### config.mk
export PLATFORM = sky130hd
export DESIGN_NAME = atl_trip
export DESIGN_NICKNAME = d
export VERILOG_FILES = /design/src/rtl/atl_trip.v
export VERILOG_INCLUDE_DIRS = /design/src /design/src/rtl
export SDC_FILE = /design/constraint.sdc
export NUM_CORES = 1
export LEC_CHECK = 0
export ABC_AREA = 1
export BUFFER_PORTS_ARGS = -buffer_cell sky130_fd_sc_hd__buf_4
export CORE_UTILIZATION = 25
export CTS_CLUSTER_DIAMETER = 30
export DETAILED_ROUTE_END_ITERATION = 10
export PLACE_DENSITY = 0.36
export SETUP_SLACK_MARGIN = 0.1
export SLEW_MARGIN = 0
export SYNTH_ARGS = -nofsm -noshare
export SYNTH_HDL_FRONTEND = slang
export SYNTH_SLANG_ARGS = --single-unit
### constraint.sdc
create_clock -name aclk -period 3.3 [get_ports aclk]
set_input_delay 0.66 -clock aclk [delete_from_list [all_inputs] [get_ports aclk]]
set_output_delay 0.66 -clock aclk [all_outputs]
set_load 0.005 [all_outputs]
### src/rtl/atl_regs.vh
// Constants for the arc trip decision block: register map, fields, timing counts.
// Assumes a 20 MHz aclk; all counts are derived from times in their own units.
`ifndef ATL_REGS_VH
`define ATL_REGS_VH

`define ATL_CLK_HZ 20000000
// Register byte offsets
`define ATL_OFF_CTRL 12'h000
`define ATL_OFF_STAT 12'h004
`define ATL_OFF_CFG 12'h008
`define ATL_OFF_SET 12'h00c
// Control fields
`define ATL_CTRL_MODE 0
`define ATL_CTRL_BO_LIGHT 1
`define ATL_CTRL_BI2_MT 2
`define ATL_CTRL_BREAKER_FAILURE_BACKUP_LONG 3
`define ATL_CTRL_FAST_OUT_ONE_EN 4
`define ATL_CTRL_BI1_OC 5
`define ATL_CTRL_RESET 32'h0000_0035
// Set register fields
`define ATL_SET_PRESS 0
`define ATL_SET_FAULT 1
// Times and derived cycle counts
`define ATL_POWERUP_MS 50
`define ATL_POWERUP_CYC (`ATL_POWERUP_MS * (`ATL_CLK_HZ / 1000))
`define ATL_BREAKER_FAILURE_BACKUP_SHORT_MS 100
`define ATL_BREAKER_FAILURE_BACKUP_LONG_MS 150
`define ATL_BREAKER_FAILURE_BACKUP_SHORT_CYC (`ATL_BREAKER_FAILURE_BACKUP_SHORT_MS * (`ATL_CLK_HZ / 1000))
`define ATL_BREAKER_FAILURE_BACKUP_LONG_CYC (`ATL_BREAKER_FAILURE_BACKUP_LONG_MS * (`ATL_CLK_HZ / 1000))
`define ATL_HOLD_MS 2000
`define ATL_HOLD_CYC (`ATL_HOLD_MS * (`ATL_CLK_HZ / 1000))
`define ATL_DEBOUNCE_MS 20
`define ATL_DEBOUNCE_CYC (`ATL_DEBOUNCE_MS * (`ATL_CLK_HZ / 1000))
`define ATL_PRESS_WIN_MS 1000
`define ATL_PRESS_WIN_CYC (`ATL_PRESS_WIN_MS * (`ATL_CLK_HZ / 1000))
`define ATL_BLINK_ON_MS 300
`define ATL_BLINK_ON_CYC (`ATL_BLINK_ON_MS * (`ATL_CLK_HZ / 1000))
`define ATL_BLINK_OFF_MS 300
`define ATL_BLINK_OFF_CYC (`ATL_BLINK_OFF_MS * (`ATL_CLK_HZ / 1000))
`define ATL_GAP_MS 1500
`define ATL_GAP_CYC (`ATL_GAP_MS * (`ATL_CLK_HZ / 1000))
`define ATL_SYNC_PERIOD_MS 10
`define ATL_SYNC_PERIOD_CYC (`ATL_SYNC_PERIOD_MS * (`ATL_CLK_HZ / 1000))
`define ATL_SYNC_US 50
`define ATL_SYNC_CYC (`ATL_SYNC_US * (`ATL_CLK_HZ / 1000000))

`endif

### src/rtl/atl_trip.v
// Arc trip decision, breaker failure backup, set-button handling and connection self-check.
// Assumes synchronous, debounced-free raw inputs on aclk and an AXI4-Lite master for setup.
//
// Local design decisions: the AXI4-Lite slave port and the register addresses.
`timescale 1ns/1ps
`include "atl_regs.vh"

module atl_trip #(
  parameter POWERUP_CYC = `ATL_POWERUP_CYC,
  parameter BREAKER_FAILURE_BACKUP_SHORT_CYC = `ATL_BREAKER_FAILURE_BACKUP_SHORT_CYC,
  parameter BREAKER_FAILURE_BACKUP_LONG_CYC = `ATL_BREAKER_FAILURE_BACKUP_LONG_CYC,
  parameter HOLD_CYC = `ATL_HOLD_CYC,
  parameter DEBOUNCE_CYC = `ATL_DEBOUNCE_CYC,
  parameter PRESS_WIN_CYC = `ATL_PRESS_WIN_CYC,
  parameter BLINK_ON_CYC = `ATL_BLINK_ON_CYC,
  parameter BLINK_OFF_CYC = `ATL_BLINK_OFF_CYC,
  parameter GAP_CYC = `ATL_GAP_CYC,
  parameter SYNC_PERIOD_CYC = `ATL_SYNC_PERIOD_CYC
) (
  input wire aclk,
  input wire aresetn,
  input wire [3:0] light_in,
  input wire overcurrent_in,
  input wire aux_light_master_in,
  input wire set_button,
  input wire fault_in,
  input wire [11:0] s_axi_awaddr,
  input wire s_axi_awvalid,
  output reg s_axi_awready,
  input wire [31:0] s_axi_wdata,
  input wire [3:0] s_axi_wstrb,
  input wire s_axi_wvalid,
  output reg s_axi_wready,
  output reg [1:0] s_axi_bresp,
  output reg s_axi_bvalid,
  input wire s_axi_bready,
  input wire [11:0] s_axi_araddr,
  input wire s_axi_arvalid,
  output reg s_axi_arready,
  output reg [31:0] s_axi_rdata,
  output reg [1:0] s_axi_rresp,
  output reg s_axi_rvalid,
  input wire s_axi_rready,
  output reg trip_relay_one,
  output reg trip_relay_backup,
  output reg fast_out_one,
  output reg fast_out_sync,
  output reg signal_out,
  output reg optical_port,
  output reg system_failure_relay,
  output reg [3:0] channel_led,
  output reg bi1_led,
  output reg bi2_led,
  output reg trip_led,
  output reg backup_led,
  output reg error_led
);

  localparam ST_IDLE = 2'd0;
  localparam ST_ON = 2'd1;
  localparam ST_OFF = 2'd2;
  localparam ST_GAP = 2'd3;

  reg [31:0] ctrl_q;
  reg [1:0] cnt_q [0:5];
  reg [7:0] sw_set_q;
  reg [22:0] pwr_cnt_q;
  reg prot_on_q;
  reg [22:0] breaker_failure_backup_cnt_q;
  reg breaker_failure_backup_q;
  reg [3:0] ch_lat_q;
  reg bi1_lat_q, bi2_lat_q, trip_lat_q, bk_lat_q;
  reg [17:0] sync_cnt_q;
  reg [19:0] deb_cnt_q;
  reg btn_q;
  reg btn_prev_q;
  reg [25:0] hold_cnt_q;
  reg hold_done_q;
  reg [24:0] win_cnt_q;
  reg [1:0] press_cnt_q;
  reg [1:0] sc_state_q;
  reg [2:0] sc_idx_q;
  reg [1:0] sc_blinks_q;
  reg [24:0] sc_tmr_q;
  reg sc_led_q;
  reg aw_hold_q, w_hold_q;
  reg [11:0] awaddr_q;
  reg [31:0] wdata_q;
  reg [3:0] wstrb_q;
  reg [1:0] sense_q [0:3];
  integer k;
  integer j;

  // Auto-configuration stores channel sensor counts saturated at 3; sense_q never leaves zero, so each stores 0
  function [1:0] sat2;
    input [2:0] v;
    begin
      sat2 = (v > 3'd3) ? 2'd3 : v[1:0];
    end
  endfunction

  function is_addr;
    input [11:0] a;
    input [11:0] off;
    begin
      is_addr = (a[11:2] == off[11:2]);
    end
  endfunction

  wire mode_lc = ctrl_q[`ATL_CTRL_MODE];
  wire bo_light = ctrl_q[`ATL_CTRL_BO_LIGHT];
  wire bi2_mt = ctrl_q[`ATL_CTRL_BI2_MT];
  wire bi1_oc = ctrl_q[`ATL_CTRL_BI1_OC];
  wire any_light = |light_in;
  // Input one either carries over-current or extra light from a neighbour
  wire bi1_light = ~bi1_oc & overcurrent_in;
  wire oc_ok = bi1_oc & overcurrent_in;
  wire light_all = any_light | bi1_light | (~bi2_mt & aux_light_master_in);
  wire master = bi2_mt & aux_light_master_in;
  wire trip_now = prot_on_q & (master | (mode_lc ? (light_all & oc_ok) : light_all));
  wire [22:0] breaker_failure_backup_lim = ctrl_q[`ATL_CTRL_BREAKER_FAILURE_BACKUP_LONG] ? BREAKER_FAILURE_BACKUP_LONG_CYC[22:0] : BREAKER_FAILURE_BACKUP_SHORT_CYC[22:0];
  wire press_edge = btn_q & ~btn_prev_q;
  wire release_edge = ~btn_q & btn_prev_q;
  wire short_press = release_edge & ~hold_done_q;
  wire clear_latch = short_press | sw_set_q[`ATL_SET_PRESS];
  wire start_sc = short_press & (press_cnt_q == 2'd2) & (sc_state_q == ST_IDLE);
  wire wr_go = aw_hold_q & w_hold_q & ~s_axi_bvalid;

  // Power-up hold-off and protection enable
  always @(posedge aclk) begin
    if (!aresetn) begin
      pwr_cnt_q <= 23'd0;
      prot_on_q <= 1'b0;
    end else if (!prot_on_q) begin
      pwr_cnt_q <= pwr_cnt_q + 23'd1;
      if (pwr_cnt_q == POWERUP_CYC[22:0] - 23'd1)
        prot_on_q <= 1'b1;
    end
  end

  // Breaker failure timer runs while trip criteria persist
  always @(posedge aclk) begin
    if (!aresetn) begin
      breaker_failure_backup_cnt_q <= 23'd0;
      breaker_failure_backup_q <= 1'b0;
    end else if (trip_now) begin
      if (breaker_failure_backup_cnt_q < breaker_failure_backup_lim)
        breaker_failure_backup_cnt_q <= breaker_failure_backup_cnt_q + 23'd1;
      else
        breaker_failure_backup_q <= 1'b1;
    end else begin
      breaker_failure_backup_cnt_q <= 23'd0;
      breaker_failure_backup_q <= 1'b0;
    end
  end

  // Latched indications; a new event wins over a simultaneous clear
  always @(posedge aclk) begin
    if (!aresetn) begin
      ch_lat_q <= 4'h0;
      bi1_lat_q <= 1'b0;
      bi2_lat_q <= 1'b0;
      trip_lat_q <= 1'b0;
      bk_lat_q <= 1'b0;
    end else begin
      ch_lat_q <= (clear_latch ? 4'h0 : ch_lat_q) | (prot_on_q ? light_in : 4'h0);
      bi1_lat_q <= (~clear_latch & bi1_lat_q) | (prot_on_q & overcurrent_in);
      bi2_lat_q <= (~clear_latch & bi2_lat_q) | (prot_on_q & aux_light_master_in);
      trip_lat_q <= (~clear_latch & trip_lat_q) | trip_now;
      bk_lat_q <= (~clear_latch & bk_lat_q) | breaker_failure_backup_q;
    end
  end

  // Sync pulse on second fast output; trip is ORed in and dominates
  always @(posedge aclk) begin
    if (!aresetn)
      sync_cnt_q <= 18'd0;
    else if (sync_cnt_q == SYNC_PERIOD_CYC[17:0] - 18'd1)
      sync_cnt_q <= 18'd0;
    else
      sync_cnt_q <= sync_cnt_q + 18'd1;
  end

  // Outputs straight from flip-flops
  always @(posedge aclk) begin
    if (!aresetn) begin
      trip_relay_one <= 1'b0;
      trip_relay_backup <= 1'b0;
      fast_out_one <= 1'b0;
      fast_out_sync <= 1'b0;
      signal_out <= 1'b0;
      optical_port <= 1'b0;
      system_failure_relay <= 1'b0;
      channel_led <= 4'h0;
      bi1_led <= 1'b0;
      bi2_led <= 1'b0;
      trip_led <= 1'b0;
      backup_led <= 1'b0;
      error_led <= 1'b0;
    end else begin
      trip_relay_one <= trip_lat_q | trip_now;
      trip_relay_backup <= bk_lat_q | breaker_failure_backup_q;
      fast_out_one <= ctrl_q[`ATL_CTRL_FAST_OUT_ONE_EN] & (trip_lat_q | trip_now);
      fast_out_sync <= trip_lat_q | trip_now |
                       (prot_on_q & (sync_cnt_q < `ATL_SYNC_CYC));
      // Follows the source live, no latch
      signal_out <= (bo_light & prot_on_q & light_all) | breaker_failure_backup_q;
      optical_port <= prot_on_q;
      system_failure_relay <= prot_on_q & ~fault_in & ~sw_set_q[`ATL_SET_FAULT];
      error_led <= fault_in | sw_set_q[`ATL_SET_FAULT];
      // Self-check blink overrides the one LED under test only
      for (k = 0; k < 4; k = k + 1)
        channel_led[k] <= (sc_state_q != ST_IDLE && sc_idx_q == k) ? sc_led_q : ch_lat_q[k];
      bi1_led <= (sc_state_q != ST_IDLE && sc_idx_q == 3'd4) ? sc_led_q : bi1_lat_q;
      bi2_led <= (sc_state_q != ST_IDLE && sc_idx_q == 3'd5) ? sc_led_q : bi2_lat_q;
      trip_led <= trip_lat_q | trip_now;
      backup_led <= bk_lat_q | breaker_failure_backup_q;
    end
  end

  // Button debounce, hold detection and quick-press counting
  always @(posedge aclk) begin
    if (!aresetn) begin
      deb_cnt_q <= 20'd0;
      btn_q <= 1'b0;
      btn_prev_q <= 1'b0;
      hold_cnt_q <= 26'd0;
      hold_done_q <= 1'b0;
      win_cnt_q <= 25'd0;
      press_cnt_q <= 2'd0;
    end else begin
      btn_prev_q <= btn_q;
      if (set_button == btn_q)
        deb_cnt_q <= 20'd0;
      else if (deb_cnt_q == DEBOUNCE_CYC[19:0] - 20'd1) begin
        deb_cnt_q <= 20'd0;
        btn_q <= set_button;
      end else
        deb_cnt_q <= deb_cnt_q + 20'd1;
      if (!btn_q) begin
        hold_cnt_q <= 26'd0;
        hold_done_q <= 1'b0;
      end else if (hold_cnt_q == HOLD_CYC[25:0] - 26'd1)
        hold_done_q <= 1'b1;
      else
        hold_cnt_q <= hold_cnt_q + 26'd1;
      if (press_edge && press_cnt_q == 2'd0)
        win_cnt_q <= 25'd0;
      else if (win_cnt_q != PRESS_WIN_CYC[24:0])
        win_cnt_q <= win_cnt_q + 25'd1;
      if (start_sc || win_cnt_q == PRESS_WIN_CYC[24:0] || hold_done_q)
        press_cnt_q <= 2'd0;
      else if (short_press && press_cnt_q != 2'd3)
        press_cnt_q <= press_cnt_q + 2'd1;
    end
  end

  // Auto-configuration stores the counted device numbers at the end of a hold
  always @(posedge aclk) begin
    if (!aresetn) begin
      for (j = 0; j < 6; j = j + 1)
        cnt_q[j] <= 2'd0;
      for (j = 0; j < 4; j = j + 1)
        sense_q[j] <= 2'd0;
    end else if (btn_q && hold_cnt_q == HOLD_CYC[25:0] - 26'd1 && !hold_done_q) begin
      for (j = 0; j < 4; j = j + 1)
        cnt_q[j] <= sat2({1'b0, sense_q[j]});
      cnt_q[4] <= {1'b0, overcurrent_in};
      cnt_q[5] <= {1'b0, aux_light_master_in};
    end else if (sw_set_q[`ATL_SET_PRESS]) begin
      for (j = 0; j < 4; j = j + 1)
        sense_q[j] <= sense_q[j];
    end
  end

  // Self-check walks six inputs; protection path is untouched
  always @(posedge aclk) begin
    if (!aresetn) begin
      sc_state_q <= ST_IDLE;
      sc_idx_q <= 3'd0;
      sc_blinks_q <= 2'd0;
      sc_tmr_q <= 25'd0;
      sc_led_q <= 1'b0;
    end else begin
      case (sc_state_q)
        ST_IDLE: begin
          sc_led_q <= 1'b0;
          if (start_sc) begin
            sc_idx_q <= 3'd0;
            sc_blinks_q <= cnt_q[0];
            sc_tmr_q <= 25'd0;
            sc_state_q <= (cnt_q[0] != 2'd0) ? ST_ON : ST_GAP;
          end
        end
        ST_ON: begin
          sc_led_q <= 1'b1;
          sc_tmr_q <= sc_tmr_q + 25'd1;
          if (sc_tmr_q == BLINK_ON_CYC[24:0] - 25'd1) begin
            sc_tmr_q <= 25'd0;
            sc_blinks_q <= sc_blinks_q - 2'd1;
            sc_state_q <= ST_OFF;
          end
        end
        ST_OFF: begin
          sc_led_q <= 1'b0;
          sc_tmr_q <= sc_tmr_q + 25'd1;
          if (sc_tmr_q == BLINK_OFF_CYC[24:0] - 25'd1) begin
            sc_tmr_q <= 25'd0;
            sc_state_q <= (sc_blinks_q != 2'd0) ? ST_ON : ST_GAP;
          end
        end
        default: begin
          sc_led_q <= 1'b0;
          sc_tmr_q <= sc_tmr_q + 25'd1;
          if (sc_tmr_q == GAP_CYC[24:0] - 25'd1) begin
            sc_tmr_q <= 25'd0;
            if (sc_idx_q == 3'd5)
              sc_state_q <= ST_IDLE;
            else begin
              sc_idx_q <= sc_idx_q + 3'd1;
              sc_blinks_q <= cnt_q[sc_idx_q + 3'd1];
              sc_state_q <= (cnt_q[sc_idx_q + 3'd1] != 2'd0) ? ST_ON : ST_GAP;
            end
          end
        end
      endcase
    end
  end

  // AXI4-Lite slave: one write and one read outstanding, addresses and data in either order
  always @(posedge aclk) begin
    if (!aresetn) begin
      s_axi_awready <= 1'b0;
      s_axi_wready <= 1'b0;
      s_axi_bvalid <= 1'b0;
      s_axi_bresp <= 2'b00;
      aw_hold_q <= 1'b0;
      w_hold_q <= 1'b0;
      awaddr_q <= 12'h000;
      wdata_q <= 32'h0000_0000;
      wstrb_q <= 4'h0;
      ctrl_q <= `ATL_CTRL_RESET;
      sw_set_q <= 8'h00;
    end else begin
      s_axi_awready <= ~aw_hold_q & ~s_axi_awready & s_axi_awvalid;
      s_axi_wready <= ~w_hold_q & ~s_axi_wready & s_axi_wvalid;
      sw_set_q[`ATL_SET_PRESS] <= 1'b0;
      if (s_axi_awvalid && s_axi_awready) begin
        aw_hold_q <= 1'b1;
        awaddr_q <= s_axi_awaddr;
      end
      if (s_axi_wvalid && s_axi_wready) begin
        w_hold_q <= 1'b1;
        wdata_q <= s_axi_wdata;
        wstrb_q <= s_axi_wstrb;
      end
      if (wr_go) begin
        aw_hold_q <= 1'b0;
        w_hold_q <= 1'b0;
        s_axi_bvalid <= 1'b1;
        s_axi_bresp <= 2'b00;
        if (is_addr(awaddr_q, `ATL_OFF_CTRL)) begin
          if (wstrb_q[0])
            ctrl_q[7:0] <= wdata_q[7:0];
        end else if (is_addr(awaddr_q, `ATL_OFF_SET)) begin
          if (wstrb_q[0])
            sw_set_q <= wdata_q[7:0];
        end else if (!is_addr(awaddr_q, `ATL_OFF_STAT) && !is_addr(awaddr_q, `ATL_OFF_CFG))
          s_axi_bresp <= 2'b10;
      end else if (s_axi_bvalid && s_axi_bready)
        s_axi_bvalid <= 1'b0;
    end
  end

  always @(posedge aclk) begin
    if (!aresetn) begin
      s_axi_arready <= 1'b0;
      s_axi_rvalid <= 1'b0;
      s_axi_rdata <= 32'h0000_0000;
      s_axi_rresp <= 2'b00;
    end else begin
      s_axi_arready <= ~s_axi_arready & ~s_axi_rvalid & s_axi_arvalid;
      if (s_axi_arvalid && s_axi_arready) begin
        s_axi_rvalid <= 1'b1;
        s_axi_rresp <= 2'b00;
        if (is_addr(s_axi_araddr, `ATL_OFF_CTRL))
          s_axi_rdata <= {24'h000000, ctrl_q[7:0]};
        else if (is_addr(s_axi_araddr, `ATL_OFF_STAT))
          s_axi_rdata <= {16'h0000, 1'b0, sc_state_q != ST_IDLE, prot_on_q, breaker_failure_backup_q,
                          trip_lat_q, bk_lat_q, bi2_lat_q, bi1_lat_q, 4'h0, ch_lat_q};
        else if (is_addr(s_axi_araddr, `ATL_OFF_CFG))
          s_axi_rdata <= {20'h00000, cnt_q[5], cnt_q[4], cnt_q[3], cnt_q[2], cnt_q[1], cnt_q[0]};
        else if (is_addr(s_axi_araddr, `ATL_OFF_SET))
          s_axi_rdata <= {24'h000000, sw_set_q};
        else begin
          s_axi_rdata <= 32'h0000_0000;
          s_axi_rresp <= 2'b10;
        end
      end else if (s_axi_rvalid && s_axi_rready)
        s_axi_rvalid <= 1'b0;
    end
  end

endmodule

Yosys cells after proc, flatten, opt, wreduce, memory -nomap -nowiden
Memory sizes are Yosys's and may differ from the RTL's.
Cells that the tools add are included.
{ "totals": {"register_bits": 277, "mem_bits_rw": 20, "input_bits": 75, "word_cells": 289, "memories": 2} }
{ "classes": {"addsub": 10, "magnitude_cmp": 2, "n_eq_ne": 29, "mux": 68, "bitwise_logic": 78, "reduce_logical": 51} }
{ "mem_list": {"columns": ["memory", "depth", "word_bits", "read_ports", "rd_ports_with_merged_regs", "write_ports", "line", "text"], "rows": [
  ["cnt_q", 6, 2, 7, 0, 6, "atl_trip.v:65", "reg [1:0] cnt_q [0:5];"],
  ["sense_q", 4, 2, 4, 0, 4, "atl_trip.v:90", "reg [1:0] sense_q [0:3];"]
]} }
{ "op_table": {"columns": ["cell", "n"], "rows": [
  ["$mux 25", 3],
  ["$mux 2", 29],
  ["$add 25x1->25 const B", 2],
  ["$eq 25x25->1 const B", 2],
  ["$pmux 25 s2", 1],
  ["$add 23x1->23 const B", 2],
  ["$eq 10x2->1 const B", 4],
  ["$and 1x1->1", 31],
  ["$mux 15", 2],
  ["$add 26x1->26 const B", 1],
  ["$eq 26x26->1 const B", 1],
  ["$eq 25x23->1 const B", 1],
  ["$ne 25x25->1 const B", 1],
  ["$eq 23x20->1 const B", 1],
  ["$lt 23x22->1", 1],
  ["$not 1->1", 23],
  ["$or 1x1->1", 23],
  ["$mux 1", 22],
  ["$mux 22", 1],
  ["$add 20x1->20 const B", 1],
  ["$eq 10x1->1 const B", 2],
  ["$eq 20x19->1 const B", 1],
  ["$logic_not 10->1", 2],
  ["$add 18x1->18 const B", 1],
  ["other kinds (36)", 80]
]} }

Longest topological paths before layout
{ "logic_depth": {"depth_word": 10, "depth_mapped": 13, "mapped_depth_nobuf": 13} }

Worst setup path before layout
OpenSTA, ideal clock, no wires.
{ "synth_timing": {"path_type": "input port to flip-flop", "from": "in aresetn", "to": "mem cnt_q[4][0] (enable)", "setup_ps": 260, "arrival_ps": 1438, "t_required_ps": 3040, "slack_ps": 1602, "cell_stages": 4, "cell_sequence": "buf_2 -> buf_2 -> clkbuf_1 -> nand2_1"} }
{ "synth_rtl": {"columns": ["item", "line", "text"], "rows": [
  ["from (decl)", "atl_trip.v:21", "input wire aresetn,"],
  ["to (decl)", "atl_trip.v:65", null]
]} }

Worst setup path after layout
{ "layout_timing": {"from": "reg ctrl_q[3]", "to": "reg breaker_failure_backup_cnt_q[2]"} }
{ "layout_between": {"elab_chain_cells": 2} }
{ "layout_lines": {"columns": ["item", "line", "text"], "rows": [
  ["from (decl)", "atl_trip.v:64", "reg [31:0] ctrl_q;"],
  ["from (signal assigned)", "atl_trip.v:342", "ctrl_q <= `ATL_CTRL_RESET;"],
  ["from (signal assigned)", "atl_trip.v:364", "ctrl_q[7:0] <= wdata_q[7:0];"],
  ["$mux 22", "atl_trip.v:121", "wire [22:0] breaker_failure_backup_lim = ctrl_q[`ATL_CTRL_BREAKER_FAILURE_BACKUP_LONG] ? BREAKER_FAILURE_BACKU ..."],
  ["$lt 23x22->1", "atl_trip.v:147", "if (breaker_failure_backup_cnt_q < breaker_failure_backup_lim)"],
  ["to (signal assigned)", "atl_trip.v:148", "breaker_failure_backup_cnt_q <= breaker_failure_backup_cnt_q + 23'd1;"],
  ["to (decl)", "atl_trip.v:69", "reg [22:0] breaker_failure_backup_cnt_q;"]
]} }
Every way passes these cells.
A chain may end at the register's enable or synchronous reset.

==> results.yml <==
placement:
  numPlacedInstances: 2563
  gp_congestion: 0.8133
  port_buffers: 81
  dp_hpwl_mm: 26.92
clocking:
  clock-root-buffer: "clkbuf_16"
  postCtsResizedCells: 0
  cts_hold_buf: 0
  post_cts_buffers: 0
  clkTransAtPathRegs_ns: 0.04
  cts_tree: "done"
  cts.sinks: 258
  cts_buffers: 90
  clock_latency_ns: 0.61
  cts_htree_levels: 3
  clk_path_buf_depth: 3
power_and_ir_drop:
  power.density_nw_per_um2: 727.0
  power.net_switching_mw: 3.177
  total_leakage_power_nw: 6.743
  pwr-share-clk_pct: 65.1
  total_power_mw: 12.49
  sw_frac_of_total_pct: 25.44
  pwr-share-comb_pct: 8.4
  ir_drop_mv: 0.3624
  p_seq_share_pct: 26.5
  internal_power_mw: 9.314
drt:
  vias_per_cell: 4.421
  route.vias.total: 12060
  drcViolationCount: 0
  dr.pass1.iters: 5
  drt_iter0_drc: 653
  wl_mm: 37.73
  ant_nets: 0
  post_drt_wl_per_cell_um: 13.83
timing:
  maxSlewViolCount: 0
  fin_setup_tns_ns: 0
  fmax_mhz: 443.1
  worst_pin_slew_ns: 0.7231
  slew_headroom_pct: 51.74
  min_period_ns: 2.257
  setup_violations: 0
  rsz0062_at_grt: "false"
  hold_viol: 0
  finalClockSkew_ns: 0.03042
  min_period_over_period_pct: 68.38
hold_path:
  hold_path.class: "in -> reg"
worst_setup_path:
  r2r_end: "breaker_failure_backup_cnt_q[2]$_SDFFE_PN0N_"
  r2r_cells: 9
  ff2ff_setup_slack_ns: 1.04
  crit_chain: "inv_1 > ha_1 > or2_2 > nand2_1 > nor2_1 > nor2_4 > nand3_1 > nand2_1 > nor2_1"
  endpoint_kind: "flip-flop"
  worst_ep_arrival_time_ns: 2.75
  crit_path_start: "ctrl_q[3]$_SDFFE_PN0P_"
  crit_end: "breaker_failure_backup_cnt_q[2]$_SDFFE_PN0N_"
  cp_num_cells: 9
  slowest_stage: "nor2_4"
  slowest_delay_ns: 0.53
  r2r-start: "ctrl_q[3]$_SDFFE_PN0P_"
  cp_max_fo: 28
  crit_family: "simple AND/OR/NAND/NOR gates"
  worstSetupPathType: "reg -> reg"
  path_buf_inv: 1
  critPathRequiredTime_ns: 3.79
  crit_path_start_kind: "flip-flop"
cells_and_area:
  final_cell_mix: "nand2_1, inv_1, dfxtp_1"
  final_cells: 2728
  num-fill-cells: 5397
  nNetsFinal: 2085
  seqCellArea_um2: 5185
  final_core_utilization_pct: 33.97
  mostFrequentLayoutCell: "nand2_1"
  multi_input_area_um2: 6475
  drive_gt1_share_pct: 15.18
  layout-area-overhead-vs-synth_pct: 32.89
die:
  die_width_um: 229.4
  die_height_um: 229.4
  dieArea_um2: 52630
  io_pins: 132
  rows: 82
  core_area_um2: 50580
  start_util_pct: 25.56
synth:
  yosysUniqueCellTypes: 55
  async_flop_share_pct: 0
  syn_area_um2: 12930
  synthFlopType: "dfxtp_1"
  syn-instance-count: 1842
  ys_ff_latch: 258
  synth_edf_count: 2
  yosysSeqAreaShare_pct: 40.10
  yosys_warnings: 0
  syn_area_per_cell_um2: 7.019
global_route:
  grt_overflow: 0
  antenna_found_initial: 0
  grt_max_degree: 64
  grt_pass1_vias: 11940
  track_usage_pct: 14.61
  grt_pass1_wl_mm: 62.39
run:
  max-cap-violations: 0
run_status:
  status: "finished, final reports clean"
==> metrics by stage <==
step                cell area (um^2)  hold slack, ns  setup slack, ns
CTS                            17180          0.1810           0.9939
global route                   17180          0.1938           0.7677
detailed placement             14160          0.4400           0.9765
floorplan                      13000          0.4175            1.602
global placement               14160          0.4297            1.011
finish                         17180          0.2241            1.043
==> area by class of cell <==
class / instances / share of cell area [%]
multi-input cells: 1282 / 37.69
flip-flops and latches: 258 / 30.18
clock buffers: 133 / 15.50
inverters: 265 / 5.819
well taps: 672 / 4.894
repair buffers: 86 / 3.830
clock inverters: 31 / 2.075
diodes: 1 / 0.01456
==> routing by layer <==
metal  GRT usage, %  wire [um]  up-vias
li1               -          -     6306
met1          19.56      18870     5473
met2          22.32      16350      202
met3          3.897       1636       80
met4          5.333        873        0
met5              0          0        -
==> registers in the layout, indices dropped and copies added, names as in the netlist, 10 cells and up <==
signal,cells
hold_cnt_q,26
sc_tmr_q,25
win_cnt_q,25
breaker_failure_backup_cnt_q,23
pwr_cnt_q,23
deb_cnt_q,20
sync_cnt_q,18
s_axi_rdata,15
awaddr_q,10
==> Yosys cell counts, drive strengths merged, types with 10 or more instances <==
| library cell | count | area [um^2] |
|---|---|---|
| a21oi | 141 | 739.5 |
| a31oi | 16 | 100.1 |
| buf | 34 | 257.7 |
| clkbuf | 21 | 78.83 |
| dfxtp | 256 | 5125 |
| ha | 27 | 337.8 |
| inv | 263 | 992.2 |
| nand2 | 374 | 1444 |
| nand3 | 108 | 590.6 |
| nand4 | 43 | 287.8 |
| nor2 | 258 | 1036 |
| nor3 | 85 | 504.2 |
| nor3b | 10 | 80.07 |
| nor4 | 18 | 112.6 |
| o21ai | 101 | 516.8 |
| or2 | 12 | 77.57 |
| xor2 | 22 | 192.7 |
==> power by group through the flow <==
| stage | logic (mW) | registers (mW) | clock network, mW |
|---|---|---|---|
| 2_1_floorplan | 0.789 | 3.34 | 0 |
| 3_3_place_gp | 1.07 | 3.36 | 0 |
| 3_5_place_dp | 1.07 | 3.36 | 0 |
| 4_1_cts | 1.07 | 3.31 | 8.32 |
| 5_1_grt | 1.21 | 3.32 | 8.53 |
| 6_report | 1.05 | 3.31 | 8.13 |
==> worst min-delay path by stage <==
stage / from / slack [ns] / to / depth (start not counted)
3_5_place_dp: deb_cnt_q[0]$_SDFF_PP0_ / 0.44 / deb_cnt_q[0]$_SDFF_PP0_ / 1
2_1_floorplan: deb_cnt_q[0]$_SDFF_PP0_ / 0.42 / deb_cnt_q[0]$_SDFF_PP0_ / 1
3_3_place_gp: s_axi_arready$_SDFF_PN0_ / 0.43 / s_axi_arready$_SDFF_PN0_ / 1
5_1_grt: fault_in / 0.19 / system_failure_relay$_SDFF_PN0_ / 2
6_report: fault_in / 0.22 / system_failure_relay$_SDFF_PN0_ / 2
4_1_cts: fault_in / 0.18 / system_failure_relay$_SDFF_PN0_ / 2
==> logic make-up after synthesis <==
| group | synth area share [%] |
|---|---|
| buffers and inverters | 10.34 |
| DFF | 40.10 |
| other | 0.02901 |
| and+or+nand+nor | 32.31 |
| AOI/OAI and AO/OA | 12.50 |
| xor gates and xnor gates | 2.100 |
| adders and majority gates | 2.613 |
No activity file was read; power rests on OpenSTA's default activity.
